[config.mk]
export PLATFORM = sky130hd
export DESIGN_NAME = plai_irq_status
export DESIGN_NICKNAME = d
export VERILOG_FILES = /design/src/verilog/plai_irq_status.v
export VERILOG_INCLUDE_DIRS = /design/src /design/src/verilog
export SDC_FILE = /design/constraint.sdc
export NUM_CORES = 1
export LEC_CHECK = 0
export BUFFER_PORTS_ARGS = -buffer_cell sky130_fd_sc_hd__buf_2
export CORE_MARGIN = 3
export CORE_UTILIZATION = 44
export DETAILED_ROUTE_END_ITERATION = 10
export GPL_ROUTABILITY_DRIVEN = 1
export PLACE_DENSITY = 0.7
export REMOVE_ABC_BUFFERS = 1
export SYNTH_ARGS = -nofsm -noshare
export SYNTH_HDL_FRONTEND = slang
export SYNTH_SLANG_ARGS = --single-unit
[constraint.sdc]
create_clock -name clk -period 1.8 [get_ports clk]
set_input_delay 0.18 -clock clk [delete_from_list [all_inputs] [get_ports clk]]
set_output_delay 0.18 -clock clk [all_outputs]
set_load 0.02 [all_outputs]
[src/verilog/plai_map.vh]
// Register offsets, field positions and reset values for the PLL/alignment IRQ slice
`ifndef PLAI_MAP_VH
`define PLAI_MAP_VH

// Register offsets (12-bit serial-port address space)
`define PLAI_ADDR_W             12
`define PLAI_OFS_PLL_IRQ_EN     12'h01F
`define PLAI_OFS_ALIGN_IRQ_EN   12'h021
`define PLAI_OFS_PLL_STATUS     12'h023
`define PLAI_OFS_ALIGN_STATUS   12'h026

// Field positions in the PLL enable and PLL status registers
`define PLAI_BIT_CONV_UNLOCK    7
`define PLAI_BIT_CONV_LOCKED    6
`define PLAI_BIT_SERIAL_UNLOCK  4
`define PLAI_BIT_SERIAL_LOCKED  3

// Field positions in the alignment enable and alignment status registers
`define PLAI_BIT_ALIGN_ROTATE   2
`define PLAI_BIT_ALIGN_WINDOW   1
`define PLAI_BIT_ALIGN_TRIP     0

// Writable bits of the alignment enable register; bits 6:5 read-only zero
`define PLAI_ALIGN_EN_RW_MASK   8'h9F
// Writable bits of the PLL enable register in this slice
`define PLAI_PLL_EN_RW_MASK     8'hFF

// Reset values
`define PLAI_RST_BYTE           8'h00
`define PLAI_RST_EVENTS         7'h00

`endif

[src/verilog/plai_irq_status.v]
// PLL lock and link-alignment interrupt enable/status slice with IRQ output
`timescale 1ns/1ps
`include "plai_map.vh"

// How it works
// - Rotate enable set latches rotate event and pulls IRQ low; clear shows live.
// - Window enable set latches outside-window event, asserts IRQ; clear shows live.
// - Trip enable set latches trip event, asserts IRQ; clear shows live.
// - Status 0x023 bit 7 is converter PLL unlock, live or rising-edge latched.
// - Status bit 6 is converter PLL locked, live or rising-edge latched.
// - Status bit 4 is serial PLL unlock, live or rising-edge latched.
// - Status bit 3 is serial PLL locked, live or rising-edge latched.
// - Latched bit holds until software writes one there; zero leaves it.
// - PLL status fields and alignment enable fields reset to zero.
// - Alignment enables live in 0x021 bits 2:0; bits 6:5 read-only.
module plai_irq_status (
   input  wire                    clk,
   input  wire                    reset,
   input  wire                    reg_write,
   input  wire                    reg_read,
   input  wire [`PLAI_ADDR_W-1:0] reg_addr,
   input  wire [7:0]              reg_wdata,
   output reg  [7:0]              reg_rdata,
   output reg                     reg_rvalid,
   input  wire                    conv_pll_unlock_in,
   input  wire                    conv_pll_locked_in,
   input  wire                    serial_pll_unlock_in,
   input  wire                    serial_pll_locked_in,
   input  wire                    align_rotate_in,
   input  wire                    align_window_in,
   input  wire                    align_trip_in,
   output reg                     irq_n
);

   // Event vector order: [6] conv unlock, [5] conv locked,
   // [4] serial unlock, [3] serial locked, [2] rotate, [1] window, [0] trip
   localparam NEV = 7;

   // Register map seen from the serial port (byte wide, 12-bit address):
   //   0x01F  PLL interrupt enables; bits 7,6,4,3 used, rest plain storage
   //   0x021  Alignment enables in bits 2:0; bits 6:5 read zero
   //   0x023  PLL status; bits 7,6,4,3 used, 5 and 2:0 read zero
   //   0x026  Alignment status in bits 2:0; bits 7:3 read zero
   // Status bits are write-one-to-clear once latched; a plain write of
   // zero never disturbs them.
   //
   // Latency from pin to status is three edges: two synchroniser stages
   // and the status flop. A pin pulse shorter than one clock may be lost;
   // the lock detectors hold their levels far longer than that.
   //
   // Interrupt output is computed from the next status value, so it
   // falls on the same edge that sets the latched bit and rises on the
   // edge that clears the last one.

   reg  [7:0]     pll_irq_enable;
   reg  [7:0]     align_irq_enable;
   reg  [NEV-1:0] sync_a;
   reg  [NEV-1:0] sync_b;
   reg  [NEV-1:0] live_d;
   reg  [NEV-1:0] stat;
   reg  [NEV-1:0] en_d;
   wire [NEV-1:0] ev_raw;
   wire [NEV-1:0] en_vec;
   wire [NEV-1:0] rise;
   wire [NEV-1:0] clr_vec;
   wire [NEV-1:0] next_stat;
   wire [NEV-1:0] irq_src;
   wire           wr_pll_en;
   wire           wr_align_en;
   wire           wr_pll_stat;
   wire           wr_align_stat;
   wire [7:0]     pll_status_byte;
   wire [7:0]     align_status_byte;

   // Address hit for a write cycle; reads decode in the read-port case
   function hit;
      input [`PLAI_ADDR_W-1:0] addr;
      input [`PLAI_ADDR_W-1:0] ofs;
      begin
         hit = (addr == ofs);
      end
   endfunction

   // Per-bit status update: enabled bits are sticky, others mirror live.
   // A bit only holds if its enable was already on in the previous cycle,
   // so turning an enable on over a high level does not latch it; only a
   // fresh rise can set a sticky bit.
   function [NEV-1:0] stat_update;
      input [NEV-1:0] cur;
      input [NEV-1:0] en;
      input [NEV-1:0] en_old;
      input [NEV-1:0] live;
      input [NEV-1:0] edge_set;
      input [NEV-1:0] clr;
      reg   [NEV-1:0] held;
      begin
         // Set beats clear so an edge in the clearing cycle survives
         held        = cur & en_old & ~clr;
         stat_update = (en & (held | edge_set)) | (~en & live);
      end
   endfunction

   // Raw pin levels gathered in event order
   assign ev_raw = {conv_pll_unlock_in, conv_pll_locked_in,
                    serial_pll_unlock_in, serial_pll_locked_in,
                    align_rotate_in, align_window_in, align_trip_in};

   // Enable bits gathered in event order
   // Bit order matches ev_raw so every vector lines up by position
   assign en_vec = {pll_irq_enable[`PLAI_BIT_CONV_UNLOCK],
                    pll_irq_enable[`PLAI_BIT_CONV_LOCKED],
                    pll_irq_enable[`PLAI_BIT_SERIAL_UNLOCK],
                    pll_irq_enable[`PLAI_BIT_SERIAL_LOCKED],
                    align_irq_enable[`PLAI_BIT_ALIGN_ROTATE],
                    align_irq_enable[`PLAI_BIT_ALIGN_WINDOW],
                    align_irq_enable[`PLAI_BIT_ALIGN_TRIP]};

   // Write decodes
   assign wr_pll_en     = reg_write & hit(reg_addr, `PLAI_OFS_PLL_IRQ_EN);
   assign wr_align_en   = reg_write & hit(reg_addr, `PLAI_OFS_ALIGN_IRQ_EN);
   assign wr_pll_stat   = reg_write & hit(reg_addr, `PLAI_OFS_PLL_STATUS);
   assign wr_align_stat = reg_write & hit(reg_addr, `PLAI_OFS_ALIGN_STATUS);

   // Write-one-to-clear strobes; bit 5 of 0x023 has no target
   // A zero in the written byte leaves the matching latched bit alone
   assign clr_vec = {wr_pll_stat & reg_wdata[`PLAI_BIT_CONV_UNLOCK],
                     wr_pll_stat & reg_wdata[`PLAI_BIT_CONV_LOCKED],
                     wr_pll_stat & reg_wdata[`PLAI_BIT_SERIAL_UNLOCK],
                     wr_pll_stat & reg_wdata[`PLAI_BIT_SERIAL_LOCKED],
                     wr_align_stat & reg_wdata[`PLAI_BIT_ALIGN_ROTATE],
                     wr_align_stat & reg_wdata[`PLAI_BIT_ALIGN_WINDOW],
                     wr_align_stat & reg_wdata[`PLAI_BIT_ALIGN_TRIP]};

   // Edge seen on the synchronised level only, never on the first stage
   assign rise = sync_b & ~live_d;

   // Sticky or live per enable
   // PLL flags follow the same per-bit law
   assign next_stat = stat_update(stat, en_vec, en_d, sync_b, rise,
                                  clr_vec);

   // Status bytes as software sees them; bit 5 and others read zero
   assign pll_status_byte = {stat[6], stat[5], 1'b0, stat[4], stat[3],
                             3'b000};
   assign align_status_byte = {5'b00000, stat[2], stat[1], stat[0]};

   // Two-stage synchronisers; the lock detectors run off other clocks
   // live_d is a third stage used only to find rising edges
   always @(posedge clk or posedge reset) begin
      if (reset) begin
         sync_a <= `PLAI_RST_EVENTS;
         sync_b <= `PLAI_RST_EVENTS;
         live_d <= `PLAI_RST_EVENTS;
      end else begin
         sync_a <= ev_raw;
         sync_b <= sync_a;
         live_d <= sync_b;
      end
   end

   // Enable registers; reserved 6:5 of 0x021 never written
   // Unused enable bits stay as plain storage so software reads back
   always @(posedge clk or posedge reset) begin
      if (reset) begin
         pll_irq_enable   <= `PLAI_RST_BYTE;
         align_irq_enable <= `PLAI_RST_BYTE;
      end else begin
         if (wr_pll_en) begin
            pll_irq_enable <= reg_wdata & `PLAI_PLL_EN_RW_MASK;
         end
         if (wr_align_en) begin
            align_irq_enable <= reg_wdata & `PLAI_ALIGN_EN_RW_MASK;
         end
      end
   end

   // Status flops, plus last cycle's enables for the sticky hold term
   always @(posedge clk or posedge reset) begin
      if (reset) begin
         stat <= `PLAI_RST_EVENTS;
         en_d <= `PLAI_RST_EVENTS;
      end else begin
         stat <= next_stat;
         en_d <= en_vec;
      end
   end

   // Enabled bits that will be latched after this edge; any of them
   // holds the shared interrupt line low
   assign irq_src = next_stat & en_vec;

   // Interrupt output, registered to keep it glitch-free on the pin.
   // Other status registers combine with this line outside the slice;
   // it is released high only when nothing here is latched.
   always @(posedge clk or posedge reset) begin
      if (reset) begin
         irq_n <= 1'b1;
      end else begin
         irq_n <= ~|irq_src;
      end
   end

   // Read port: one-cycle answer, unmapped addresses read zero
   // Read data holds between reads, so a late sample still sees it
   always @(posedge clk or posedge reset) begin
      if (reset) begin
         reg_rdata  <= `PLAI_RST_BYTE;
         reg_rvalid <= 1'b0;
      end else begin
         reg_rvalid <= reg_read;
         if (reg_read) begin
            case (reg_addr)
               `PLAI_OFS_PLL_IRQ_EN:   reg_rdata <= pll_irq_enable;
               `PLAI_OFS_ALIGN_IRQ_EN: reg_rdata <= align_irq_enable;
               `PLAI_OFS_PLL_STATUS:   reg_rdata <= pll_status_byte;
               `PLAI_OFS_ALIGN_STATUS: reg_rdata <= align_status_byte;
               default:                reg_rdata <= `PLAI_RST_BYTE;
            endcase
         end
      end
   end

endmodule // plai_irq_status

==> results of run 1 <==
## metal layers
| metal | vias up | GRT usage [%] | routed length [microns] |
|---|---|---|---|
| met5 | - | 0 | 0 |
| li1 | 786 | - | - |
| met4 | 0 | 9.62 | 24 |
| met2 | 53 | 27.4 | 2340 |
| met1 | 822 | 20.9 | 2080 |
| met3 | 4 | 5.39 | 295 |
## repair_timing
item | CTS | global route
endpoints found under the setup margin | 0 | 0
endpoints found under the hold margin | 65 | 0
hold buffers | 8 | 0
## synthesized netlist by cell type, drive strengths merged (4+ instances only)
| master | count | area [sq um] |
|---|---|---|
| dfrtp | 58 | 1450 |
| nand2 | 19 | 78.8 |
| mux2 | 17 | 191 |
| nand3 | 7 | 35.0 |
| nor2 | 7 | 26.3 |
| a21o | 6 | 45.0 |
| a21oi | 6 | 30.0 |
| o21ai | 6 | 30.0 |
| a31oi | 5 | 31.3 |
| inv | 5 | 18.8 |
| nor2b | 5 | 31.3 |
| nor3 | 5 | 36.3 |
| a22oi | 4 | 30.0 |
## power breakdown
| group | switching (uW) | internal [uW] |
|---|---|---|
| logic | 86.0 | 69.5 |
| registers | 22.1 | 1370 |
| clock network | 483 | 572 |
## logic make-up after synthesis
| logic type | Yosys count | share of synthesized area [%] |
|---|---|---|
| DFF | 59 | 64.5 |
| and+or+nand+nor | 56 | 14.4 |
| AOI/OAI and AO/OA | 39 | 11.6 |
| muxes | 17 | 8.35 |
| buffers and inverters | 7 | 1.20 |
## registers in the layout, summed over array words and instances (netlist names)
name and flops:
sync_a 7, reg_rvalid 1, live_d 7, pll_irq_enable 8, en_d 7, align_irq_enable 6
sync_b 7, stat 7, reg_rdata 8, irq_n 1
## metrics by stage
step                setup slack (ps)  hold slack, ps  instance area [sq um]
finish                           330            82.1                   2900
floorplan                        165             211                   2280
global route                     251            81.5                   2900
CTS                              341            72.9                   2900
detailed placement              17.8             261                   2650
global placement                56.7             258                   2650
## worst paths after layout
| path | slack (ps) | endpoint | depth (start not counted) | start |
|---|---|---|---|---|
| setup / recovery | 330 | stat[1]$_DFF_PP0_ | 7 | reg_addr[4] |
| hold / removal | 80 | pll_irq_enable[5]$_DFFE_PP0P_ | 2 | reg_wdata[5] |
| setup reg to reg | 490 | reg_rdata[0]$_DFFE_PP0P_ | 3 | align_irq_enable[0]$_DFFE_PP0P_ |
| hold reg to reg | 350 | sync_b[0]$_DFF_PP0_ | 0 | sync_a[0]$_DFF_PP0_ |
| max in group asynchronous | 1050 | irq_n$_DFF_PP1_ | 4 | reset |
| min in group asynchronous | 430 | sync_a[6]$_DFF_PP0_ | 4 | reset |
## final cells by class
class / count / share of cell area, %
Sequential cell: 59 / 50.9
Multi-Input combinational cell: 112 / 27.1
Inverter: 5 / 0.647
Clock buffer: 14 / 5.61
Clock inverter: 2 / 0.345
Tap cell: 67 / 2.89
Timing Repair Buffer: 57 / 12.4
==> impl_metrics.yaml, run 1 <==
min_path:
  holdCritPathClass: "input port to flop"
sta:
  period_share_pct: 81.7
  fmax_mhz: 680
  grt_setup_unrepaired: "no"
  hold_violations: 0
  finalSetupTns_ps: 0
  clock_skew_ps: 4.48
  maxSlewViolCount: 0
  setup_viol: 0
  tightest_slew_ps: 438
  min_period_ps: 1470
  slew_headroom_pct: 70.8
clocking:
  cts_tree: "yes"
  htreeDepth: 3
  cts-resized-gates: 0
  numCtsBuffers: 9
  postCtsSetupRepairBufs: 0
  clock_path_buffers: 2
  root_buffer: "clkbuf_8"
  worstSkewPairLatency_ps: 330
  cts.sinks: 59
  path_clk_slew_ps: 60
setup_path:
  worstPathRequired_ps: 2020
  cp_num_buf_inv: 2
  crit_family: "simple AND/OR/NAND/NOR gates"
  cp_cell_sequence: "buf_2, or3b_4, nor4b_4, buf_4, and2_1, a31oi_1, a21o_1"
  critical-path-max-stage-delay_ps: 420
  crit_slowest_cell: "or3b_4"
  path_class: "input port to flop"
  startpoint_type: "input port"
  cp-end-kind: "flop"
  arrival_ps: 1690
  critPathMaxFanout: 7
synthesis:
  syn_inst: 178
  ys.warnings.count: 0
  avgSynthCellArea_sq_um: 12.9
  ys_seq_area_share_pct: 64.5
  ys_ff_latch: 59
  synth_edf_count: 0
  ys_types: 37
  netlist_area_sq_um: 2290
  ys_async_sr_fraction_pct: 100
  ys.flop_type: "dfrtp_1"
finish:
  final_cells: 316
  layout_common_cells: "dfrtp_1, buf_2, nand2_1"
  multi_input_area_sq_um: 787
  num_antenna_cells: 0
  drive_above_1_share_pct: 34.5
  seq_area_sq_um: 1480
  final_common_cell: "dfrtp_1"
  layout-area-overhead-vs-synth_pct: 26.5
  final_nets: 275
  fillers: 423
  fin_util_pct: 59.4
place:
  port-buffer-count: 40
  dp_hpwl_mm: 3.24
  gp_congestion: 0.813
  dp_cells: 292
routing:
  wirelength_mm: 4.74
  routedWlPerCell_microns: 15.0
  drc: 0
  via_count: 1665
  first_pass_iters: 7
  drt_iter0_markers: 145
  via_per_inst: 5.27
  ant_nets: 0
power_and_ir_drop:
  power_density_nw_per_um2: 897
  power.total_uw: 2600
  p_leak_uw: 0.00138
  ir_drop_uv: 459
floorplan:
  fp.dieW_microns: 78.2
  fp.coreArea_sq_um: 4880
  floorplan.initialDensity_pct: 47.0
  die_h_microns: 78.2
  num_rows: 25
  die_area_sq_um: 6110
  io_pins: 41
run:
  drv_cap: 0
global_route:
  grt_overflow: 0
  grt_first_pass_wirelength_mm: 7.94
  antenna_found_initial: 0
  gr-usage-all-layers_pct: 17.3
  first_global_vias: 1692
  grt_max_degree: 60
status:
  status: "finished clean"
No activity file was read; power rests on OpenSTA's default activity.
==> run 2, diff against run 1 <==
- PLACE_DENSITY: 0.7 -> 0.73
- clock period: 1.8 -> 1.3 ns (I/O delays scaled with it)
==> run 2 against run 1 <==
  * Combinational power is 60% higher
  * Die area stayed put
  * Cell count is 4.4% higher
  * Clock power is 53% higher
  * Sequential power is 39% higher
  * Via count is 3.7% higher
  * Highest routed layer unchanged
  * Largest power group unchanged
==> impl_metrics.yaml, run 2 (synthesized netlist as in run 1, its figures left out) <==
status:
  status: "finished clean"
power_and_ir_drop:
  internal-power_uw: 2990
  power.total_uw: 3800
  switching_power_uw: 810
  clkPwrFrac_pct: 42.7
  p_leak_uw: 0.00148
  p_seq_share_pct: 50.7
  power_frac_comb_pct: 6.6
  swShare_pct: 21.3
  power_density_nw_per_um2: 1220
  ir_drop_uv: 874
floorplan:
  io_pins: 41
  fp.dieW_microns: 78.2
  num_rows: 25
  floorplan.initialDensity_pct: 47.0
  die_h_microns: 78.2
  fp.coreArea_sq_um: 4880
  die_area_sq_um: 6110
routing:
  ant_nets: 0
  drt_iter0_markers: 139
  wirelength_mm: 5.20
  routedWlPerCell_microns: 15.7
  first_pass_iters: 4
  via_per_inst: 5.23
  drc: 0
  via_count: 1726
global_route:
  first_global_vias: 1729
  gr-usage-all-layers_pct: 18.1
  antenna_found_initial: 0
  grt_overflow: 0
  grt_max_degree: 45
  grt_first_pass_wirelength_mm: 8.29
clocking:
  htreeDepth: 3
  cts_tree: "yes"
  path_clk_slew_ps: 60
  numCtsBuffers: 9
  cts.sinks: 59
  clock_path_buffers: 2
  root_buffer: "clkbuf_8"
  worstSkewPairLatency_ps: 320
setup_path:
  startpoint_type: "flop"
  critical-path-max-stage-delay_ps: 400
  arrival_ps: 1560
  path_class: "flop to flop"
  worstPathRequired_ps: 1560
  endpoint: "irq_n$_DFF_PP1_"
  cp-end-kind: "flop"
  critPathMaxFanout: 3
  cp_cell_sequence: "nand3b_1, o211ai_1, a221oi_2, o21ai_2, and4b_1"
  critPathLaunch: "sync_b[5]$_DFF_PP0_"
  r2r_start: "sync_b[5]$_DFF_PP0_"
  crit_slowest_cell: "dfrtp_1"
  ff2ff_path_depth: 5
  worstReg2RegEnd: "irq_n$_DFF_PP1_"
  r2r_slack_ps: 2
sta:
  tightest_slew_ps: 388
  period_share_pct: 99.8
  grt_setup_unrepaired: "yes"
  min_period_ps: 1300
  clock_skew_ps: 6.53
  setup_viol: 0
  fmax_mhz: 771
  slew_headroom_pct: 74.1
  finalSetupTns_ps: 0
  maxSlewViolCount: 0
  hold_violations: 0
  worst_slack_ps: 2.41
finish:
  num_antenna_cells: 0
  top_regs: "pll_irq_enable (8), reg_rdata (8)"
  layout_common_cells: "dfrtp_1, buf_2, buf_4"
  drive_above_1_share_pct: 43.3
  layout-area-overhead-vs-synth_pct: 35.8
  fin_util_pct: 63.8
  fillers: 396
  final_nets: 290
  final_common_cell: "dfrtp_1"
place:
  gp_congestion: 0.828
  dp_hpwl_mm: 3.50
  dp_slack_ps: -428
  port-buffer-count: 40
run:
  drv_cap: 0
min_path:
  holdCritPathClass: "input port to flop"
run 2: cell count changes in the layout (fill, tap and decap cells not counted), sizes merged:
| cell | delta |
|---|---|
| buf | +15 |
| bufinv | +1 |
| clkbuf | -1 |
| clkinv | -1 |
run 2: worst min path at each step:
stage	depth (start not counted)	slack [ps]	start	end
floorplan	0	160	reg_read	reg_rvalid$_DFF_PP0_
global placement	3	180	reset	sync_a[6]$_DFF_PP0_
detailed placement	3	180	reset	sync_a[3]$_DFF_PP0_
CTS	2	30	reg_wdata[5]	pll_irq_enable[5]$_DFFE_PP0P_
global route	2	40	reg_wdata[5]	pll_irq_enable[5]$_DFFE_PP0P_
finish	2	40	reg_wdata[5]	pll_irq_enable[5]$_DFFE_PP0P_
run 2: worst max-delay path, delay by kind of cell (launching register included):
kind / cells / cell delay (ps)
AOI/OAI and AO/OA: 3 / 450
DFF: 1 / 400
and+or+nand+nor: 2 / 380
run 2: power by group through the flow:
stage,Clock [uW],Sequential [uW],Combinational (uW)
final,1620,1930,249
after CTS,1670,1930,241
after detailed placement,0,1960,219
after global routing,1750,1930,275
after global placement,0,1950,217
after floorplan,0,1960,76.9
run 2: final cells by class:
type / count / area [sq um] / area share, %
flip-flops and latches: 59 / 1480 / 47.5
multi-input cells: 112 / 855 / 27.5
repair buffers: 72 / 483 / 15.5
clock buffers: 13 / 159 / 5.10
well taps: 67 / 83.8 / 2.69
clock inverters: 2 / 35.0 / 1.13
inverters: 5 / 18.8 / 0.603
run 2: timing repair:
item	4_1_cts	5_1_grt
hold endpoints to repair	65	0
endpoints found under the setup margin	13	29
gates resized for setup	6	15
setup buffers	0	2
pin swaps	1	8
hold buffers	8	0
run 2: metrics by stage:
stage	cells	area [sq um]	hold WS (ps)
floorplan	176	2280	161
global placement	305	2750	178
detailed placement	305	2750	184
CTS	328	3040	25.1
global route	330	3110	37.5
finish	330	3110	38.0
run 2: metal layers:
layer | up-vias | routed length [microns] | GRT usage [%]
met5 | - | 0 | 0
met1 | 837 | 2200 | 22.1
li1 | 819 | - | -
met2 | 60 | 2580 | 29.4
met3 | 10 | 308 | 5.28
met4 | 0 | 112 | 8.57
==> run 3, diff against run 2 <==
- CTS_BUF_LIST: not set -> sky130_fd_sc_hd__clkbuf_8
==> run 3 against run 2 <==
  * Clock skew about the same
  * Maximum frequency about the same
  * First-iteration DRC count decreased by 1.4%
  * Non-clock buffer count unchanged
  * Flip-flop and latch count unchanged
  * Wire length about the same
  * Final area unchanged
  * Core utilization unchanged
  * Total power decreased by 0.43%
==> impl_metrics.yaml, run 3 (synthesized netlist as in run 1, its figures left out) <==
status:
  status: "finished clean"
min_path:
  holdCritPathClass: "input port to flop"
routing:
  via_per_inst: 5.22
  ant_nets: 0
  drt_iter0_markers: 137
  wirelength_mm: 5.20
  first_pass_iters: 5
  via_count: 1721
  drc: 0
  routedWlPerCell_microns: 15.7
power_and_ir_drop:
  power_density_nw_per_um2: 1220
  ir_drop_uv: 874
  p_leak_uw: 0.00149
finish:
  layout-area-overhead-vs-synth_pct: 35.8
  num_antenna_cells: 0
  top_regs: "pll_irq_enable (8), reg_rdata (8)"
  final_cells: 330
  layout_common_cells: "dfrtp_1, buf_2, buf_4"
  final_common_cell: "dfrtp_1"
  final_nets: 290
  drive_above_1_share_pct: 43.3
clocking:
  htreeDepth: 3
  worstSkewPairLatency_ps: 320
  numCtsBuffers: 9
  cts_tree: "yes"
  path_clk_slew_ps: 60
  cts.sinks: 59
  clock_path_buffers: 2
  root_buffer: "clkbuf_8"
floorplan:
  floorplan.initialDensity_pct: 47.0
  die_area_sq_um: 6110
  fp.dieW_microns: 78.2
  io_pins: 41
  num_rows: 25
  die_h_microns: 78.2
  fp.coreArea_sq_um: 4880
sta:
  min_period_ps: 1300
  slew_headroom_pct: 74.3
  clock_skew_ps: 6.36
  tightest_slew_ps: 386
  hold_violations: 0
  fmax_mhz: 770
  worst_slack_ps: 1.42
  maxSlewViolCount: 0
  period_share_pct: 99.9
  grt_setup_unrepaired: "yes"
  setup_viol: 0
setup_path:
  startpoint_type: "flop"
  arrival_ps: 1560
  path_class: "flop to flop"
  critPathMaxFanout: 3
  cp-end-kind: "flop"
  worstPathRequired_ps: 1560
global_route:
  first_global_vias: 1731
  grt_first_pass_wirelength_mm: 8.29
  grt_max_degree: 45
  antenna_found_initial: 0
  gr-usage-all-layers_pct: 18.1
  grt_overflow: 0
place:
  dp_hpwl_mm: 3.50
  gp_congestion: 0.828
  dp_cells: 305
  port-buffer-count: 40
  dp_slack_ps: -428
run:
  drv_cap: 0
[run 3: metal layers]
layer | share of wire, % | up-vias | track usage, %
met4 | 2.0 | 0 | 8.57
met3 | 5.8 | 10 | 5.28
met1 | 42 | 829 | 22.1
li1 | - | 821 | -
met5 | 0 | - | 0
met2 | 50 | 61 | 29.4
[run 3: area by class of cell]
| cell class | count | area [sq um] |
|---|---|---|
| inverter | 5 | 18.8 |
| fill | 396 | 1770 |
| clock inverter | 4 | 42.5 |
| timing repair buffer | 72 | 483 |
| tap | 67 | 83.8 |
| multi-input combinational | 112 | 855 |
| clock buffer | 11 | 151 |
| sequential | 59 | 1480 |
[run 3: repair_timing]
item | in CTS | in global routing
pin swaps | 1 | 8
resized for setup | 6 | 15
hold buffers | 8 | 0
setup buffers | 0 | 2
setup endpoints to repair | 13 | 29
hold endpoints to repair | 65 | 0
[run 3: per-stage QoR]
step                      util [%]  setup TNS, ps  power (uW)  hold slack [ps]  cell area [sq um]
final                         63.8              0        3780             38.2               3110
after global routing          63.8          -66.5        3940             37.5               3110
after CTS                     62.4          -48.7        3820             25.1               3040
after detailed placement      56.3         -10070        2180              184               2750
after global placement        56.3          -9420        2170              178               2750
after floorplan                  -         -19480        2040              161               2280
[run 3: worst paths after layout]
kind                                          start                             to  slack, ps  cells after the start
worst min-delay path                   reg_wdata[5]  pll_irq_enable[5]$_DFFE_PP0P_         40                      2
max in group asynchronous                     reset                irq_n$_DFF_PP1_        650                      4
worst min register to register  sync_a[4]$_DFF_PP0_            sync_b[4]$_DFF_PP0_        350                      0
worst max register to register  sync_b[5]$_DFF_PP0_                irq_n$_DFF_PP1_          1                      5
min in group asynchronous                     reset            sync_a[3]$_DFF_PP0_        380                      4
worst max-delay path            sync_b[5]$_DFF_PP0_                irq_n$_DFF_PP1_          1                      5
[run 3: worst max-delay path, cell delays in order, from the launching register on]
cell	delay (ps)
dfrtp_1	400
nand3b_1	120
o211ai_1	140
a221oi_2	220
o21ai_2	90
and4b_1	260
[run 3: power breakdown]
| part | leakage, uW | switching (uW) | internal [uW] |
|---|---|---|---|
| clock network | 0.000108 | 644 | 962 |
| logic | 0.000635 | 133 | 116 |
| registers | 0.000746 | 32.9 | 1890 |
